===== src/design/event_alert_pkg.sv =====
package event_alert_pkg;
  // register byte offsets on the wishbone bus (one aligned word each)
  localparam logic [7:0] OFF_STATUS_A = 8'h00;
  localparam logic [7:0] OFF_MASK_A = 8'h04;
  localparam logic [7:0] OFF_PEEK_A = 8'h08;
  localparam logic [7:0] OFF_STATUS_B = 8'h0c;
  localparam logic [7:0] OFF_MASK_B = 8'h10;
  localparam logic [7:0] OFF_PEEK_B = 8'h14;
  localparam int BANK_W = 8;
  localparam int SRC_A = 8;
  localparam int SRC_B = 6;
  localparam int SRC_TOTAL = 14;
  // bank a bit positions
  localparam int A_RX_PKT = 0;
  localparam int A_RX_FULL = 1;
  localparam int A_TX_DONE = 2;
  localparam int A_FLASH_DONE = 3;
  localparam int A_OSC_READY = 4;
  localparam int A_SELF_INIT = 5;
  localparam int A_RX_EMPTY = 6;
  localparam int A_END_PKT = 7;
  // bank b bit positions
  localparam int B_ANEG_DONE = 0;
  localparam int B_RESERVED = 1;
  localparam int B_ANEG_FAIL = 2;
  localparam int B_JABBER = 3;
  localparam int B_LINK_CHG = 4;
  localparam int B_WAKE = 5;
  // implemented bits of each bank
  localparam logic [7:0] IMPL_A = 8'hff;
  localparam logic [7:0] IMPL_B = 8'h3d;
  localparam logic [7:0] RST_STATUS = 8'h00;
  localparam logic [7:0] RST_MASK = 8'hff;
  localparam logic [31:0] RD_ZERO = 32'h0000_0000;

  typedef struct packed {
    logic cyc;
    logic stb;
    logic we;
    logic [7:0] adr;
    logic [3:0] sel;
    logic [31:0] dat;
  } wb_req_t;

  typedef struct packed {
    logic ack;
    logic [31:0] dat;
  } wb_rsp_t;
endpackage : event_alert_pkg


===== src/design/event_bank.sv =====
`timescale 1ns/1ns
// one bank of sticky pending flags with its enable mask
module event_bank #(
  parameter int WIDTH = 8,
  parameter logic [7:0] IMPL = 8'hff
) (
  // clock and reset
  input wire logic ref_clk_in,
  input wire logic sys_rst_in,
  // event pulses
  input wire logic [WIDTH-1:0] event_in,
  // software side
  input wire logic clear_in,
  input wire logic mask_we_in,
  input wire logic [WIDTH-1:0] mask_wdata_in,
  // state
  output logic [WIDTH-1:0] status_out,
  output logic [WIDTH-1:0] mask_out,
  output logic pending_out
);
  logic [WIDTH-1:0] status_r;
  logic [WIDTH-1:0] status_nxt;
  logic [WIDTH-1:0] mask_r;
  logic [WIDTH-1:0] mask_nxt;

  initial begin
    if (WIDTH != 8) $error("event_bank supports width 8 only");
  end

  genvar i;
  generate
    for (i = 0; i < WIDTH; i++) begin : g_flag
      always_comb begin
        // a new event wins over a clearing read in the same cycle
        status_nxt[i] = IMPL[i] & (event_in[i] | (status_r[i] & ~clear_in));
        mask_nxt[i] = mask_we_in ? (mask_wdata_in[i] & IMPL[i]) : mask_r[i];
      end
    end
  endgenerate

  always_ff @(posedge ref_clk_in) begin
    if (sys_rst_in) begin
      status_r <= event_alert_pkg::RST_STATUS;
      mask_r <= event_alert_pkg::RST_MASK & IMPL;
    end else begin
      status_r <= status_nxt;
      mask_r <= mask_nxt;
    end
  end

  assign status_out = status_r;
  assign mask_out = mask_r;
  assign pending_out = |(status_r & mask_r);
endmodule : event_bank


===== src/design/event_wb_slave.sv =====
`timescale 1ns/1ns
// classic wishbone slave: ack one cycle after the request, for one cycle
module event_wb_slave (
  // clock and reset
  input wire logic ref_clk_in,
  input wire logic sys_rst_in,
  // bus
  input wire event_alert_pkg::wb_req_t req_in,
  output event_alert_pkg::wb_rsp_t rsp_out,
  // register read data supplied by decode
  input wire logic [31:0] rdata_in,
  // one-cycle access strobe, at the edge that returns ack
  output logic access_out
);
  logic ack_r;
  logic ack_nxt;
  logic [31:0] dat_r;
  logic [31:0] dat_nxt;

  always_comb begin
    ack_nxt = req_in.cyc & req_in.stb & ~ack_r;
    dat_nxt = ack_nxt ? rdata_in : dat_r;
  end

  always_ff @(posedge ref_clk_in) begin
    if (sys_rst_in) begin
      ack_r <= 1'b0;
      dat_r <= event_alert_pkg::RD_ZERO;
    end else begin
      ack_r <= ack_nxt;
      dat_r <= dat_nxt;
    end
  end

  assign access_out = ack_nxt;
  assign rsp_out.ack = ack_r;
  assign rsp_out.dat = dat_r;
endmodule : event_wb_slave


===== src/design/host_event_alert_logic.sv =====
// Design decisions made here: register access over Wishbone and the register addresses.
`timescale 1ns/1ns
// Function
// thirteen event sources can each raise a host interrupt request.
// an enabled event sets its pending flag and drives the alert low.
// alert stays low while any enabled pending flag remains set.
// reading a clearing status register returns flags and clears them.
// clearing an enable bit stops that source from interrupting.
// peek registers return pending flags without clearing them.
// a host may poll status registers instead of watching the alert.
// bank a bits: end pkt, rx empty, self init, osc, flash, tx, full, rx.
// bank b bits: wake, link change, jabber, aneg fail, reserved, aneg done.
// a pending flag stays set until a clearing read.
// alert is registered inverted or of masked flags, high after reset.
module host_event_alert_logic (
  // clock and reset
  input wire logic ref_clk_in,
  input wire logic sys_rst_in,
  // event pulses from the controller units, same clock
  input wire logic [event_alert_pkg::SRC_A-1:0] events_a_in,
  input wire logic [event_alert_pkg::SRC_B-1:0] events_b_in,
  // register bus
  input wire event_alert_pkg::wb_req_t wb_req_in,
  output event_alert_pkg::wb_rsp_t wb_rsp_out,
  // host alert, active low
  output logic host_alert_n_out
);
  logic access;
  logic [31:0] rdata;
  logic clr_a;
  logic clr_b;
  logic mwe_a;
  logic mwe_b;
  logic [7:0] ev_a;
  logic [7:0] ev_b;
  logic [7:0] status_a;
  logic [7:0] status_b;
  logic [7:0] mask_a;
  logic [7:0] mask_b;
  logic pend_a;
  logic pend_b;
  logic alert_n_r;
  logic alert_n_nxt;
  logic wr_lane0;

  // bank a takes all eight sources in place; bank b sources sit at their bit positions
  always_comb begin
    ev_a = events_a_in;
    ev_b = {2'b00, events_b_in} & event_alert_pkg::IMPL_B;
  end

  event_wb_slave u_bus (
    .ref_clk_in(ref_clk_in),
    .sys_rst_in(sys_rst_in),
    .req_in(wb_req_in),
    .rsp_out(wb_rsp_out),
    .rdata_in(rdata),
    .access_out(access)
  );

  // address decode and side effects of an access
  always_comb begin
    rdata = event_alert_pkg::RD_ZERO;
    clr_a = 1'b0;
    clr_b = 1'b0;
    mwe_a = 1'b0;
    mwe_b = 1'b0;
    wr_lane0 = access & wb_req_in.we & wb_req_in.sel[0];
    if (wb_req_in.adr == event_alert_pkg::OFF_STATUS_A) begin
      rdata = {24'h00_0000, status_a};
      clr_a = access & ~wb_req_in.we;
    end else if (wb_req_in.adr == event_alert_pkg::OFF_MASK_A) begin
      rdata = {24'h00_0000, mask_a};
      mwe_a = wr_lane0;
    end else if (wb_req_in.adr == event_alert_pkg::OFF_PEEK_A) begin
      rdata = {24'h00_0000, status_a};
    end else if (wb_req_in.adr == event_alert_pkg::OFF_STATUS_B) begin
      rdata = {24'h00_0000, status_b};
      clr_b = access & ~wb_req_in.we;
    end else if (wb_req_in.adr == event_alert_pkg::OFF_MASK_B) begin
      rdata = {24'h00_0000, mask_b};
      mwe_b = wr_lane0;
    end else if (wb_req_in.adr == event_alert_pkg::OFF_PEEK_B) begin
      rdata = {24'h00_0000, status_b};
    end else begin
      rdata = event_alert_pkg::RD_ZERO;
    end
  end

  event_bank #(
    .WIDTH(event_alert_pkg::BANK_W),
    .IMPL(event_alert_pkg::IMPL_A)
  ) u_bank_a (
    .ref_clk_in(ref_clk_in),
    .sys_rst_in(sys_rst_in),
    .event_in(ev_a),
    .clear_in(clr_a),
    .mask_we_in(mwe_a),
    .mask_wdata_in(wb_req_in.dat[7:0]),
    .status_out(status_a),
    .mask_out(mask_a),
    .pending_out(pend_a)
  );

  event_bank #(
    .WIDTH(event_alert_pkg::BANK_W),
    .IMPL(event_alert_pkg::IMPL_B)
  ) u_bank_b (
    .ref_clk_in(ref_clk_in),
    .sys_rst_in(sys_rst_in),
    .event_in(ev_b),
    .clear_in(clr_b),
    .mask_we_in(mwe_b),
    .mask_wdata_in(wb_req_in.dat[7:0]),
    .status_out(status_b),
    .mask_out(mask_b),
    .pending_out(pend_b)
  );

  always_comb begin
    alert_n_nxt = ~(pend_a | pend_b);
  end

  always_ff @(posedge ref_clk_in) begin
    if (sys_rst_in) begin
      alert_n_r <= 1'b1;
    end else begin
      alert_n_r <= alert_n_nxt;
    end
  end

  assign host_alert_n_out = alert_n_r;
endmodule : host_event_alert_logic

===== config.mk =====
export PLATFORM = sky130hd
export DESIGN_NAME = host_event_alert_logic
export DESIGN_NICKNAME = d
export VERILOG_FILES = /design/src/design/event_alert_pkg.sv /design/src/design/event_bank.sv /design/src/design/event_wb_slave.sv /design/src/design/host_event_alert_logic.sv
export SDC_FILE = /design/constraint.sdc
export NUM_CORES = 1
export LEC_CHECK = 0
export BUFFER_PORTS_ARGS = -buffer_cell sky130_fd_sc_hd__buf_2
export CAP_MARGIN = 10
export CELL_PAD_IN_SITES_DETAIL_PLACEMENT = 1
export CELL_PAD_IN_SITES_GLOBAL_PLACEMENT = 1
export CORE_MARGIN = 4
export CORE_UTILIZATION = 32
export CTS_CLUSTER_DIAMETER = 150
export DETAILED_ROUTE_END_ITERATION = 7
export PLACE_DENSITY = 0.87
export SYNTH_ARGS = -nofsm -noshare
export SYNTH_HDL_FRONTEND = slang
export SYNTH_SLANG_ARGS = --single-unit

===== constraint.sdc =====
create_clock -name ref_clk_in -period 2.22 [get_ports ref_clk_in]
set_input_delay 0.222 -clock ref_clk_in [delete_from_list [all_inputs] [get_ports ref_clk_in]]
set_output_delay 0.222 -clock ref_clk_in [all_outputs]
set_load 0.01 [all_outputs]

* Word-level counts from Yosys, hierarchy flattened
Cells that the tools add are included.
** Storage, ports and cells
- Input port bits :: 63
- Logic and storage cells :: 73
- Register bits after elaboration :: 63
- Output and inout port bits :: 34
** Operators by class
- Reductions and logical operators :: 3
- Equal/unequal tests :: 5
- Bitwise gates (word level) :: 39
- Muxes and demuxes :: 18
** Operators with widths (number)
- 8-bit two-way mux :: 6
- 1-bit bitwise AND :: 18
- 8-bit by 4-bit == test with 1-bit output, second input constant :: 2
- 8-bit by 5-bit == test with 1-bit output, second input constant :: 2
- 8-bit OR reduction :: 2
- 1-bit OR :: 14
- 1-bit two-way mux :: 12
- 8-bit by 6-bit bitwise AND with 8-bit output :: 1
- 8-bit bitwise AND :: 1
- 8-bit by 3-bit == test with 1-bit output, second input constant :: 1
- 8-bit logical NOT :: 1
- 1-bit NOT :: 5

* Logic depth before layout (Yosys ltp)
Gate-level depths: netlist (run 1).
- Depth after elaboration :: 10
- Depth in mapped cells :: 7
- Depth with buffers taken out :: 5

* Modules after synthesis
From an unflattened synthesis (run 1), not the netlist that was laid out.
** Unflattened totals
- Cell total of the unflattened synthesis :: 306
- Area total of the unflattened synthesis :: 3005.4 um2
** Modules (own cells, without submodules)
- event_wb_slave :: area an instance 1502.7 um2, seq. area each 660.6 um2, cells each 143, instances 1
- event_bank at u_bank_a :: area an instance 626.9 um2, seq. area each 320.3 um2, cells each 64, instances 1
- event_bank at u_bank_b :: area an instance 449.2 um2, seq. area each 200.2 um2, cells each 47, instances 1
- host_event_alert_logic :: area an instance 426.7 um2, seq. area each 20.0 um2, cells each 52, instances 1

* Worst setup path after synthesis (run 1)
Ideal clock, no wire load.
- Path kind :: register to register
- From :: reg u_bus.ack_r
- To :: reg u_bank_a.mask_r[5] (netlist: u_bank_a.mask_out[5])
- Buffers on the path :: 3
- Arrival :: 1.492 ns
- Required time :: 2.100 ns
- Stages on the path, launching flop included :: 8
- Path slack :: 0.609 ns
- Clock period less this slack :: 1.611 ns
- Cell sequence :: dfxtp_1 > and3b_1 > clkbuf_1 > and4_1 > buf_4 > buf_6 > nor2b_1 > a211o_1
** On the way
- Longest elaborated chain between the ends :: 6
** Ends and longest elaborated chain
- from (decl) :: RTL line event_wb_slave.sv:15 : logic ack_r;
- from (signal assigned) :: RTL line event_wb_slave.sv:30 : ack_r <= ack_nxt;
- 1-bit NOT :: RTL line event_wb_slave.sv:21 : ack_nxt = req_in.cyc & req_in.stb & ~ack_r;
- 1-bit bitwise AND :: RTL line event_wb_slave.sv:21
- 1-bit bitwise AND (2 in series) :: RTL line host_event_alert_logic.sv:68 : wr_lane0 = access & wb_req_in.we & wb_req_in.sel[0];
- 1-bit two-way mux :: RTL line host_event_alert_logic.sv:72 : end else if (wb_req_in.adr == event_alert_pkg::OFF_MASK_A) begin
- 1-bit two-way mux :: RTL line host_event_alert_logic.sv:69 : if (wb_req_in.adr == event_alert_pkg::OFF_STATUS_A) begin
- to (signal assigned) :: RTL line event_bank.sv:44 : mask_r <= event_alert_pkg::RST_MASK & IMPL;
- to (signal assigned) :: RTL line event_bank.sv:47 : mask_r <= mask_nxt;
- to (decl) :: RTL line event_bank.sv:23 : logic [WIDTH-1:0] mask_r;
No other way between the ends.
A chain may end at the register's enable or synchronous reset.

* Worst setup path after layout (run 1)
- From :: reg u_bus.ack_r
- To :: reg u_bank_a.mask_r[4] (netlist: u_bank_a.mask_out[4])
The elaborated chain is that of the path after synthesis.

==> results of run 1 <==
## metrics by stage
step                      worst slack (ns)  cell area [sq um]  total power (uW)  utilization
after floorplan                      0.609               1980               820            -
after global placement               0.446               2090               854        0.373
final                                0.557               2200              1410        0.392
after global routing                 0.465               2200              1480        0.392
after CTS                            0.561               2200              1430        0.392
after detailed placement             0.383               2090               859        0.373
## cell type report
cell class,instances,share of cell area
clock inverter,2,0.0159
multi-input combinational,159,0.451
inverter,6,0.0102
sequential,36,0.328
clock buffer,6,0.0330
tap,72,0.0410
timing repair buffer,50,0.121
## critical path, cell delays in order, from the launching register on
cell,delay (ns)
dfxtp_1,0.31
and3b_1,0.32
and4_1,0.53
nor2b_1,0.10
a211o_1,0.29
## Yosys cell counts (2+ instances only)
| library cell | count |
|---|---|
| dfxtp_1 | 36 |
| buf_4 | 26 |
| nor2_1 | 24 |
| a21oi_1 | 16 |
| a211o_1 | 13 |
| nor2b_1 | 9 |
| inv_1 | 6 |
| nor3_1 | 6 |
| o2bb2ai_1 | 6 |
| a22oi_1 | 5 |
| a31oi_1 | 5 |
| and2_1 | 5 |
| clkbuf_1 | 5 |
| a22o_1 | 4 |
| nor3b_1 | 4 |
| nor4bb_1 | 4 |
| o22ai_1 | 4 |
| nand2_1 | 3 |
| a221oi_1 | 2 |
| and3_1 | 2 |
| buf_2 | 2 |
| nand4_1 | 2 |
| o21ai_1 | 2 |
## cells by family (layout without fill, tap and decap cells)
group           count (synthesis)  after routing  synth area share
flops                          36             36             0.381
other cells                     1             24           0.00198
buf+inv                        41             64             0.139
simple gates                   72             72             0.236
xor+xnor                        1              1           0.00464
compound gates                 62             62             0.237
## power by group
group,switching [uW],internal [uW],total [uW],leakage [uW]
Sequential,19.2,666,685,0.000296
Combinational,98.9,63.0,162,0.000576
Clock,231,333,564,0.0000552
Total,349,1060,1410,0.000927
## sequential cells by signal, indices dropped and copies added, names as in the netlist
signal	flops
u_bank_a.mask_out	8
u_bank_a.status_out	8
u_bus.dat_r	8
u_bank_b.mask_out	5
u_bank_b.status_out	5
host_alert_n_out	1
u_bus.ack_r	1
## worst paths after layout
check	slack [ns]	depth (start not counted)	endpoint
setup / recovery	0.56	4	u_bank_a.mask_out[4]
hold / removal	0.13	3	u_bank_a.status_out[5]
setup reg to reg	0.56	4	u_bank_a.mask_out[4]
hold reg to reg	0.50	1	u_bank_b.mask_out[5]
## metal layers
layer	track usage	part of all wire
met5	0	0
met4	0.0518	0.013
met3	0.0427	0.092
met2	0.246	0.47
met1	0.192	0.43
==> impl_metrics.csv, run 1 <==
group,metric,value,unit
worst_setup_path,cp_data_required_time,2.39,ns
placed_design,dp_cells,323,
final_layout,final_common_cell,"buf_2",
worst_setup_path,crit_start,"u_bus.ack_r",
final_layout,layout_common_cells,"buf_2 (44), dfxtp_1 (36), nor2_1 (24), conb_1 (24), a21oi_1 (16)",
clock_tree,cts.htree.levels,2,
placed_design,gp_congestion,0.924,
timing,hold-worst-slack,0.134,ns
clock_tree,ctsLongestPathBuffers,2,
floorplan,die_x,84.8,microns
min_path,holdCritStartpoint,"events_a_in[5]",
drt,num_vias,1732,
floorplan,core_area,5610,sq um
min_path,min_path_type,"in2reg",
yosys,synthTopCellsByArea,"dfxtp_1 (38%), buf_4 (10%), a211o_1 (6.0%), nor2_1 (4.8%), a21oi_1 (4.2%)",
worst_setup_path,path_class,"reg2reg",
drt,first_pass_iters,4,
worst_setup_path,r2r-start,"u_bus.ack_r",
yosys,async_reset_ff_frac,0,
global_routing,grt_pass1_vias,1732,
placed_design,dp_hpwl,4300,microns
clock_tree,clk-insertion-delay-late,0.29,ns
clock_tree,ctsHoldBuffers,0,
yosys,yosysTopAreaCell,"dfxtp_1",
timing,rsz0062_at_grt,"no",
timing,fin_crit,1.66,ns
worst_setup_path,crit_path_start_kind,"register",
drt,wirelength,5440,microns
timing,max_freq,601,MHz
worst_setup_path,endpoint_kind,"register",
final_layout,drive_above_1_share,0.239,
timing,hold_viol,0,
drt,drt-initial-drc-count,99,
run,drv_cap,0,
timing,clock_skew,0.00624,ns
timing,totalNegativeSetupSlack,0,ns
global_routing,antenna_found_initial,0,
drt,drc,0,
floorplan,row_count,27,
placed_design,io_buffer_count,44,
yosys,netlist_area,1890,sq um
worst_setup_path,arrival,1.84,ns
yosys,synth_top_cell_area_share,0.381,
clock_tree,cts_tree,"done",
drt,ant_nets,0,
global_routing,grt_overflow,0,
floorplan,die_h,84.8,microns
yosys,synth_area_per_cell,8.87,sq um
final_layout,fin_nets,321,
yosys,ys_seq_area_frac,0.381,
clock_tree,cts-root-buf,"clkbuf_8",
power_and_ir_drop,ir_worst_vdd,0.000266,V
final_layout,syn_to_final_growth,16.4,%
timing,fin_crit_sh,0.749,
yosys,synth_seq_cells,36,
timing,setup_viol,0,
timing,slew_violations,0,
floorplan,die_area,7200,sq um
power_and_ir_drop,p_leak,0.000927,uW
final_layout,fill_cells,706,
floorplan,ios,97,
clock_tree,clk_pin_slew,0.07,ns
yosys,synth_edf_count,0,
power_and_ir_drop,p_per_area,642,nW/um^2
global_routing,grt.total_usage,0.151,
yosys,ys_warn_count,0,
clock_tree,cts_resized,0,
clock_tree,cts_setup_buffers,0,
global_routing,grt_pass1_wl,8590,microns
final_layout,fin_cells,331,
final_layout,n_antenna_cell,0,
yosys,postSynthCellCount,213,
worst_setup_path,critPathMaxFanout,14,
clock_tree,cts-buffers-inserted,5,
run_status,status,"finished clean",
global_routing,grt_start_max_net_pins,29,
drt,vias_per_cell,5.23,
clock_tree,cts_sinks,36,
floorplan,initial_core_util,0.337,
yosys,synth_ff_type,"dfxtp_1",
yosys,yosysUniqueCellTypes,45,
final_layout,multi_input_area,992,sq um
drt,wire_per_inst,16.4,microns
final_layout,seqCellArea,721,sq um
Note: power is estimated with default switching activity, not from simulation.
==> run 2: changes to the inputs <==
Clock period 2.22 ns to 1.7 ns, I/O delays scaled along.
==> run 2 against run 1 <==
  * Die area did not move
  * Fmax up 7.3%
  * Critical path depth grew 1
  * Non-clock buffer count is 5 higher
  * Setup slack worse by 0.41 ns
  * Via count is 0.35% higher
  * Core utilization rose by 0.89 points
  * Cell count increased by 1.5%
  * Sequential power grew 31%
==> impl_metrics.csv, run 2 (synthesis gave the netlist of run 1 again) <==
group,metric,value,unit
run_status,status,"finished clean",
worst_setup_path,reg2reg_depth,5,
timing,fin_ws,0.150,ns
min_path,min_path_type,"in2reg",
worst_setup_path,endpoint_kind,"register",
drt,num_vias,1738,
timing,hold_viol,0,
worst_setup_path,cp_data_required_time,1.87,ns
timing,slew_violations,0,
placed_design,dp_slack,0.105,ns
final_layout,final_common_cell,"buf_2",
timing,setup_viol,0,
drt,drt-initial-drc-count,120,
drt,vias_per_cell,5.17,
drt,wirelength,5430,microns
final_layout,final_util,0.401,
clock_tree,cts_sinks,36,
min_path,holdCritStartpoint,"wb_req_in[7]",
run,drv_cap,0,
clock_tree,ctsLongestPathBuffers,2,
final_layout,syn_to_final_growth,19.0,%
power_and_ir_drop,p_leak,0.000951,uW
floorplan,row_count,27,
timing,clock_skew,0.00484,ns
global_routing,grt_overflow,0,
clock_tree,cts.htree.levels,2,
drt,first_pass_iters,5,
clock_tree,cts-buffers-inserted,5,
worst_setup_path,r2r_slack,0.15,ns
clock_tree,clk-insertion-delay-late,0.29,ns
timing,totalNegativeSetupSlack,0,ns
floorplan,die_area,7200,sq um
floorplan,die_x,84.8,microns
timing,fin_crit,1.55,ns
timing,max_freq,645,MHz
worst_setup_path,arrival,1.72,ns
global_routing,grt_pass1_wl,8690,microns
drt,drc,0,
clock_tree,clk_pin_slew,0.07,ns
global_routing,grt_pass1_vias,1720,
placed_design,io_buffer_count,44,
clock_tree,cts-root-buf,"clkbuf_8",
clock_tree,cts_resized,0,
timing,slew_headroom,0.634,
drt,wire_per_inst,16.1,microns
final_layout,fill_cells,689,
global_routing,antenna_found_initial,0,
worst_setup_path,crit_path_start_kind,"register",
worst_setup_path,critPathMaxFanout,7,
worst_setup_path,timing.rr.end,"u_bank_b.status_out[5]",
clock_tree,cts_tree,"done",
min_path,worstHoldPathCells,2,
power_and_ir_drop,p_per_area,821,nW/um^2
timing,hold-worst-slack,0.0826,ns
timing,worst_slew_pin_slew,0.547,ns
floorplan,core_area,5610,sq um
timing,rsz0062_at_grt,"no",
drt,ant_nets,0,
final_layout,drive_above_1_share,0.254,
final_layout,n_antenna_cell,0,
placed_design,gp_congestion,0.904,
global_routing,grt.total_usage,0.152,
floorplan,initial_core_util,0.337,
timing,fin_crit_sh,0.912,
clock_tree,cts_setup_buffers,0,
worst_setup_path,path_class,"reg2reg",
final_layout,fin_nets,326,
worst_setup_path,r2r-start,"u_bus.ack_r",
global_routing,grt_start_max_net_pins,18,
floorplan,ios,97,
min_path,hold_end,"u_bank_a.mask_out[7]",
placed_design,dp_hpwl,4310,microns
final_layout,layout_common_cells,"buf_2 (44), dfxtp_1 (36), nor2_1 (24), conb_1 (24), a21oi_1 (16)",
power_and_ir_drop,ir_worst_vdd,0.000376,V
floorplan,die_h,84.8,microns
clock_tree,ctsHoldBuffers,0,
-- run 2: cell types whose count changed in the layout (fill, tap and decap cells not counted), sizes merged --
cell,previous run,this run
buf,50,55
-- run 2: per-layer routing --
metal | track usage | up-vias | share of wire
met4 | 0.0345 | 0 | 0.0087
met2 | 0.243 | 76 | 0.45
met3 | 0.0388 | 6 | 0.11
met5 | 0 | - | 0
li1 | - | 832 | -
met1 | 0.208 | 824 | 0.43
-- run 2: worst max-delay path: stages, from the launching register on --
cell     delay, ns
dfxtp_1       0.31
and3b_1       0.34
buf_4         0.21
nand4_1       0.27
a21oi_1       0.24
nor2_1        0.07
-- run 2: cell type report --
type,instances,area [sq um],area share
clock buffers,6,72.6,0.0323
clock inverters,2,35.0,0.0156
inverters,6,22.5,0.0100
multi-input cells,159,992,0.441
flip-flops and latches,36,721,0.321
well taps,72,90.1,0.0401
repair buffers,55,315,0.140
-- run 2: worst max-delay path by stage --
stage | startpoint | cells after the start | slack (ns) | to
6_report | u_bus.ack_r | 5 | 0.15 | u_bank_b.status_out[5]
5_1_grt | u_bus.ack_r | 5 | 0.002 | u_bank_b.status_out[5]
4_1_cts | u_bus.ack_r | 5 | 0.17 | u_bank_b.status_out[5]
3_5_place_dp | wb_req_in[38] | 5 | 0.10 | u_bus.dat_r[5]
3_3_place_gp | wb_req_in[37] | 5 | 0.13 | u_bus.dat_r[5]
2_1_floorplan | u_bus.ack_r | 7 | 0.09 | u_bank_a.mask_out[5]
-- run 2: power by group --
group | internal, uW | switching, uW | leakage, uW | total, uW
clock network | 435 | 297 | 0.0000552 | 732
registers | 870 | 24.5 | 0.000296 | 894
logic | 87.6 | 133 | 0.000600 | 221
total | 1390 | 454 | 0.000951 | 1850
-- run 2: metrics by stage --
step / cell area, sq um / std cells / power (uW)
after floorplan: 1980 / 236 / 1070
after global placement: 2140 / 328 / 1120
after detailed placement: 2140 / 328 / 1130
after CTS: 2250 / 336 / 1860
after global routing: 2250 / 336 / 1930
final: 2250 / 336 / 1850
==> run 3: changes to the inputs <==
Settings changed: CORE_UTILIZATION 32 to 39, PLACE_DENSITY 0.87 to 0.89, SYNTH_HIERARCHICAL set to 1.
==> run 3 against run 2 <==
  * Synthesized cell count increased by 44%
  * Core utilization increased by 10 points
  * Fmax decreased by 3.0%
  * Non-clock buffer count increased by 29
  * Clock power increased by 52%
  * Wire length increased by 32%
  * First-iteration DRC count decreased by 45%
  * Largest power group unchanged
==> impl_metrics.csv, run 3 <==
group,metric,value,unit
worst_setup_path,crit_path_start_kind,"register",
yosys,yosysTopAreaCell,"dfxtp_1",
global_routing,grt.total_usage,0.164,
final_layout,design_area,3700,sq um
floorplan,initial_core_util,0.408,
timing,hold_viol,0,
power_and_ir_drop,switching_share,0.246,
power_and_ir_drop,switchingPower,729,uW
yosys,synth_edf_count,0,
worst_setup_path,arrival,1.82,ns
final_layout,final_util,0.502,
drt,first_pass_iters,4,
clock_tree,cts_setup_buffers,0,
global_routing,grt_start_max_net_pins,36,
final_layout,drive_above_1_share,0.296,
power_and_ir_drop,p_per_area,801,nW/um^2
drt,wire_per_inst,14.2,microns
yosys,yosysMostFrequentCell,"nand2b_1",
yosys,postSynthCellCount,306,
power_and_ir_drop,ir_worst_vdd,0.000479,V
yosys,synth_ff_type,"dfxtp_1",
global_routing,antenna_found_initial,0,
timing,setup_viol,0,
clock_tree,ctsLongestPathBuffers,2,
floorplan,die_x,95.8,microns
yosys,netlist_top_cells_count,"nand2b_1 (78), dfxtp_1 (60), mux2i_1 (48), a21oi_1 (13), inv_1 (13)",
timing,totalNegativeSetupSlack,0,ns
worst_setup_path,endpoint_kind,"register",
floorplan,row_count,31,
worst_setup_path,critPathMaxFanout,8,
power_and_ir_drop,power.internal,2230,uW
placed_design,post_dp_cell_area,3530,sq um
power_and_ir_drop,pwr-share-seq,0.506,
clock_tree,ctsHoldBuffers,0,
yosys,synth_area_per_cell,9.82,sq um
clock_tree,cts-buffers-inserted,9,
power_and_ir_drop,p_clk_frac,0.375,
clock_tree,cts_sinks,60,
timing,clock_skew,0.00452,ns
power_and_ir_drop,power_frac_comb,0.119,
placed_design,dp_hpwl,5540,microns
worst_setup_path,path_buf_inv,1,
timing,max_freq,626,MHz
final_layout,n_antenna_cell,0,
min_path,min_path_type,"in2reg",
timing,fin_crit,1.60,ns
drt,wirelength,7180,microns
drt,num_vias,2382,
floorplan,die_h,95.8,microns
power_and_ir_drop,p_leak,0.00167,uW
global_routing,grt_overflow,0,
floorplan,ios,97,
final_layout,largest_register_ffs,32,
timing,slew_violations,0,
clock_tree,cts.htree.levels,3,
power_and_ir_drop,fin_total_pwr,2960,uW
drt,vias_per_cell,4.73,
yosys,ys_warn_count,6,
final_layout,syn_to_final_growth,23.0,%
final_layout,layout_common_cells,"nand2b_1 (78), buf_2 (68), dfxtp_1 (60)",
global_routing,grt_pass1_vias,2438,
worst_setup_path,crit_cells,6,
yosys,ys_seq_area_frac,0.400,
yosys,synth_seq_cells,60,
clock_tree,clk-insertion-delay-late,0.33,ns
placed_design,io_buffer_count,68,
worst_setup_path,crit_slowest_cell,"dfxtp_1",
yosys,synthTopCellsByArea,"dfxtp_1 (40%), nand2b_1 (16%), mux2i_1 (16%), mux2_2 (3.0%), a21oi_1 (2.2%)",
final_layout,fin_nets,464,
drt,ant_nets,0,
floorplan,core_area,7370,sq um
clock_tree,clk_pin_slew,0.06,ns
worst_setup_path,cp_top_family,"simple AND/OR/NAND/NOR gates",
worst_setup_path,path_class,"reg2reg",
worst_setup_path,crit_chain,"and3b_2, buf_4, nand4b_1, nor2_4, nor2b_2, a211o_1",
yosys,synth_top_cell_area_share,0.400,
run_status,status,"finished clean",
clock_tree,cts-root-buf,"clkbuf_8",
yosys,yosysUniqueCellTypes,31,
worst_setup_path,slowest_delay,0.30,ns
drt,drc,0,
global_routing,grt_pass1_wl,11500,microns
yosys,netlist_area,3010,sq um
worst_setup_path,cp_data_required_time,1.93,ns
run,drv_cap,0,
worst_setup_path,reg2reg_depth,6,
clock_tree,cts_resized,0,
floorplan,die_area,9170,sq um
final_layout,final_common_cell,"nand2b_1",
final_layout,top_register,"u_bus/dat_r",
timing,rsz0062_at_grt,"no",
drt,drt-initial-drc-count,66,
clock_tree,cts_tree,"done",
timing,fin_crit_sh,0.940,
placed_design,gp_congestion,0.830,
min_path,worstHoldPathCells,2,
yosys,async_reset_ff_frac,0,
-- run 3: per-stage QoR --
step | hold WS [ns] | worst slack (ns) | std cells
final | 0.0451 | 0.101 | 504
after global routing | 0.0357 | 0.000479 | 504
after CTS | 0.0259 | 0.0930 | 504
after detailed placement | 0.385 | -0.221 | 489
after global placement | 0.377 | -0.164 | 489
after floorplan | 0.277 | -0.0579 | 334
-- run 3: kinds of logic (layout without fill, tap and decap cells) --
family,Yosys count,count (layout),synth area share
AO/OA/AOI/OAI,41,41,0.0970
buffers and inverters,41,112,0.0866
flip-flops,60,60,0.400
multiplexers,56,56,0.190
other,2,30,0.00250
AND/OR/NAND/NOR,106,106,0.224
-- run 3: area by class of cell --
cell class,count,area (sq um)
inverters,13,48.8
clock buffers,13,159
well taps,99,124
fillers,906,3670
multi-input cells,233,1670
repair buffers,84,485
clock inverters,2,10.0
flip-flops and latches,60,1200
-- run 3: routing by layer --
metal / global-route usage / wire length, microns / up-vias
met1: 0.178 / 2860 / 1120
met2: 0.292 / 3770 / 58
met4: 0.0687 / 195 / 0
met5: 0 / 0 / -
li1: - / - / 1187
met3: 0.0532 / 349 / 17
-- run 3: worst register-to-register path: stages (launching register included) --
cell and delay [ns]:
dfxtp_1 0.30, and3b_2 0.26, buf_4 0.17, nand4b_1 0.17
nor2_4 0.28, nor2b_2 0.09, a211o_1 0.22
-- run 3: power by group through the flow --
stage	Clock, uW	Sequential (uW)	Combinational, uW
3_5_place_dp	0	1530	350
6_report	1110	1500	351
2_1_floorplan	0	1530	245
3_3_place_gp	0	1530	338
5_1_grt	1230	1510	391
4_1_cts	1170	1500	352
-- run 3: final timing paths --
| kind | slack, ns | endpoint | startpoint |
|---|---|---|---|
| worst max-delay path | 0.10 | u_bank_b/mask_out[4] | u_bus/ack_r |
| worst min-delay path | 0.05 | u_bank_a/mask_out[6] | wb_req_in[6] |
| worst max register to register | 0.10 | u_bank_b/mask_out[4] | u_bus/ack_r |
| worst min register to register | 0.47 | u_bus/dat_r[6] | u_bus/dat_r[6] |
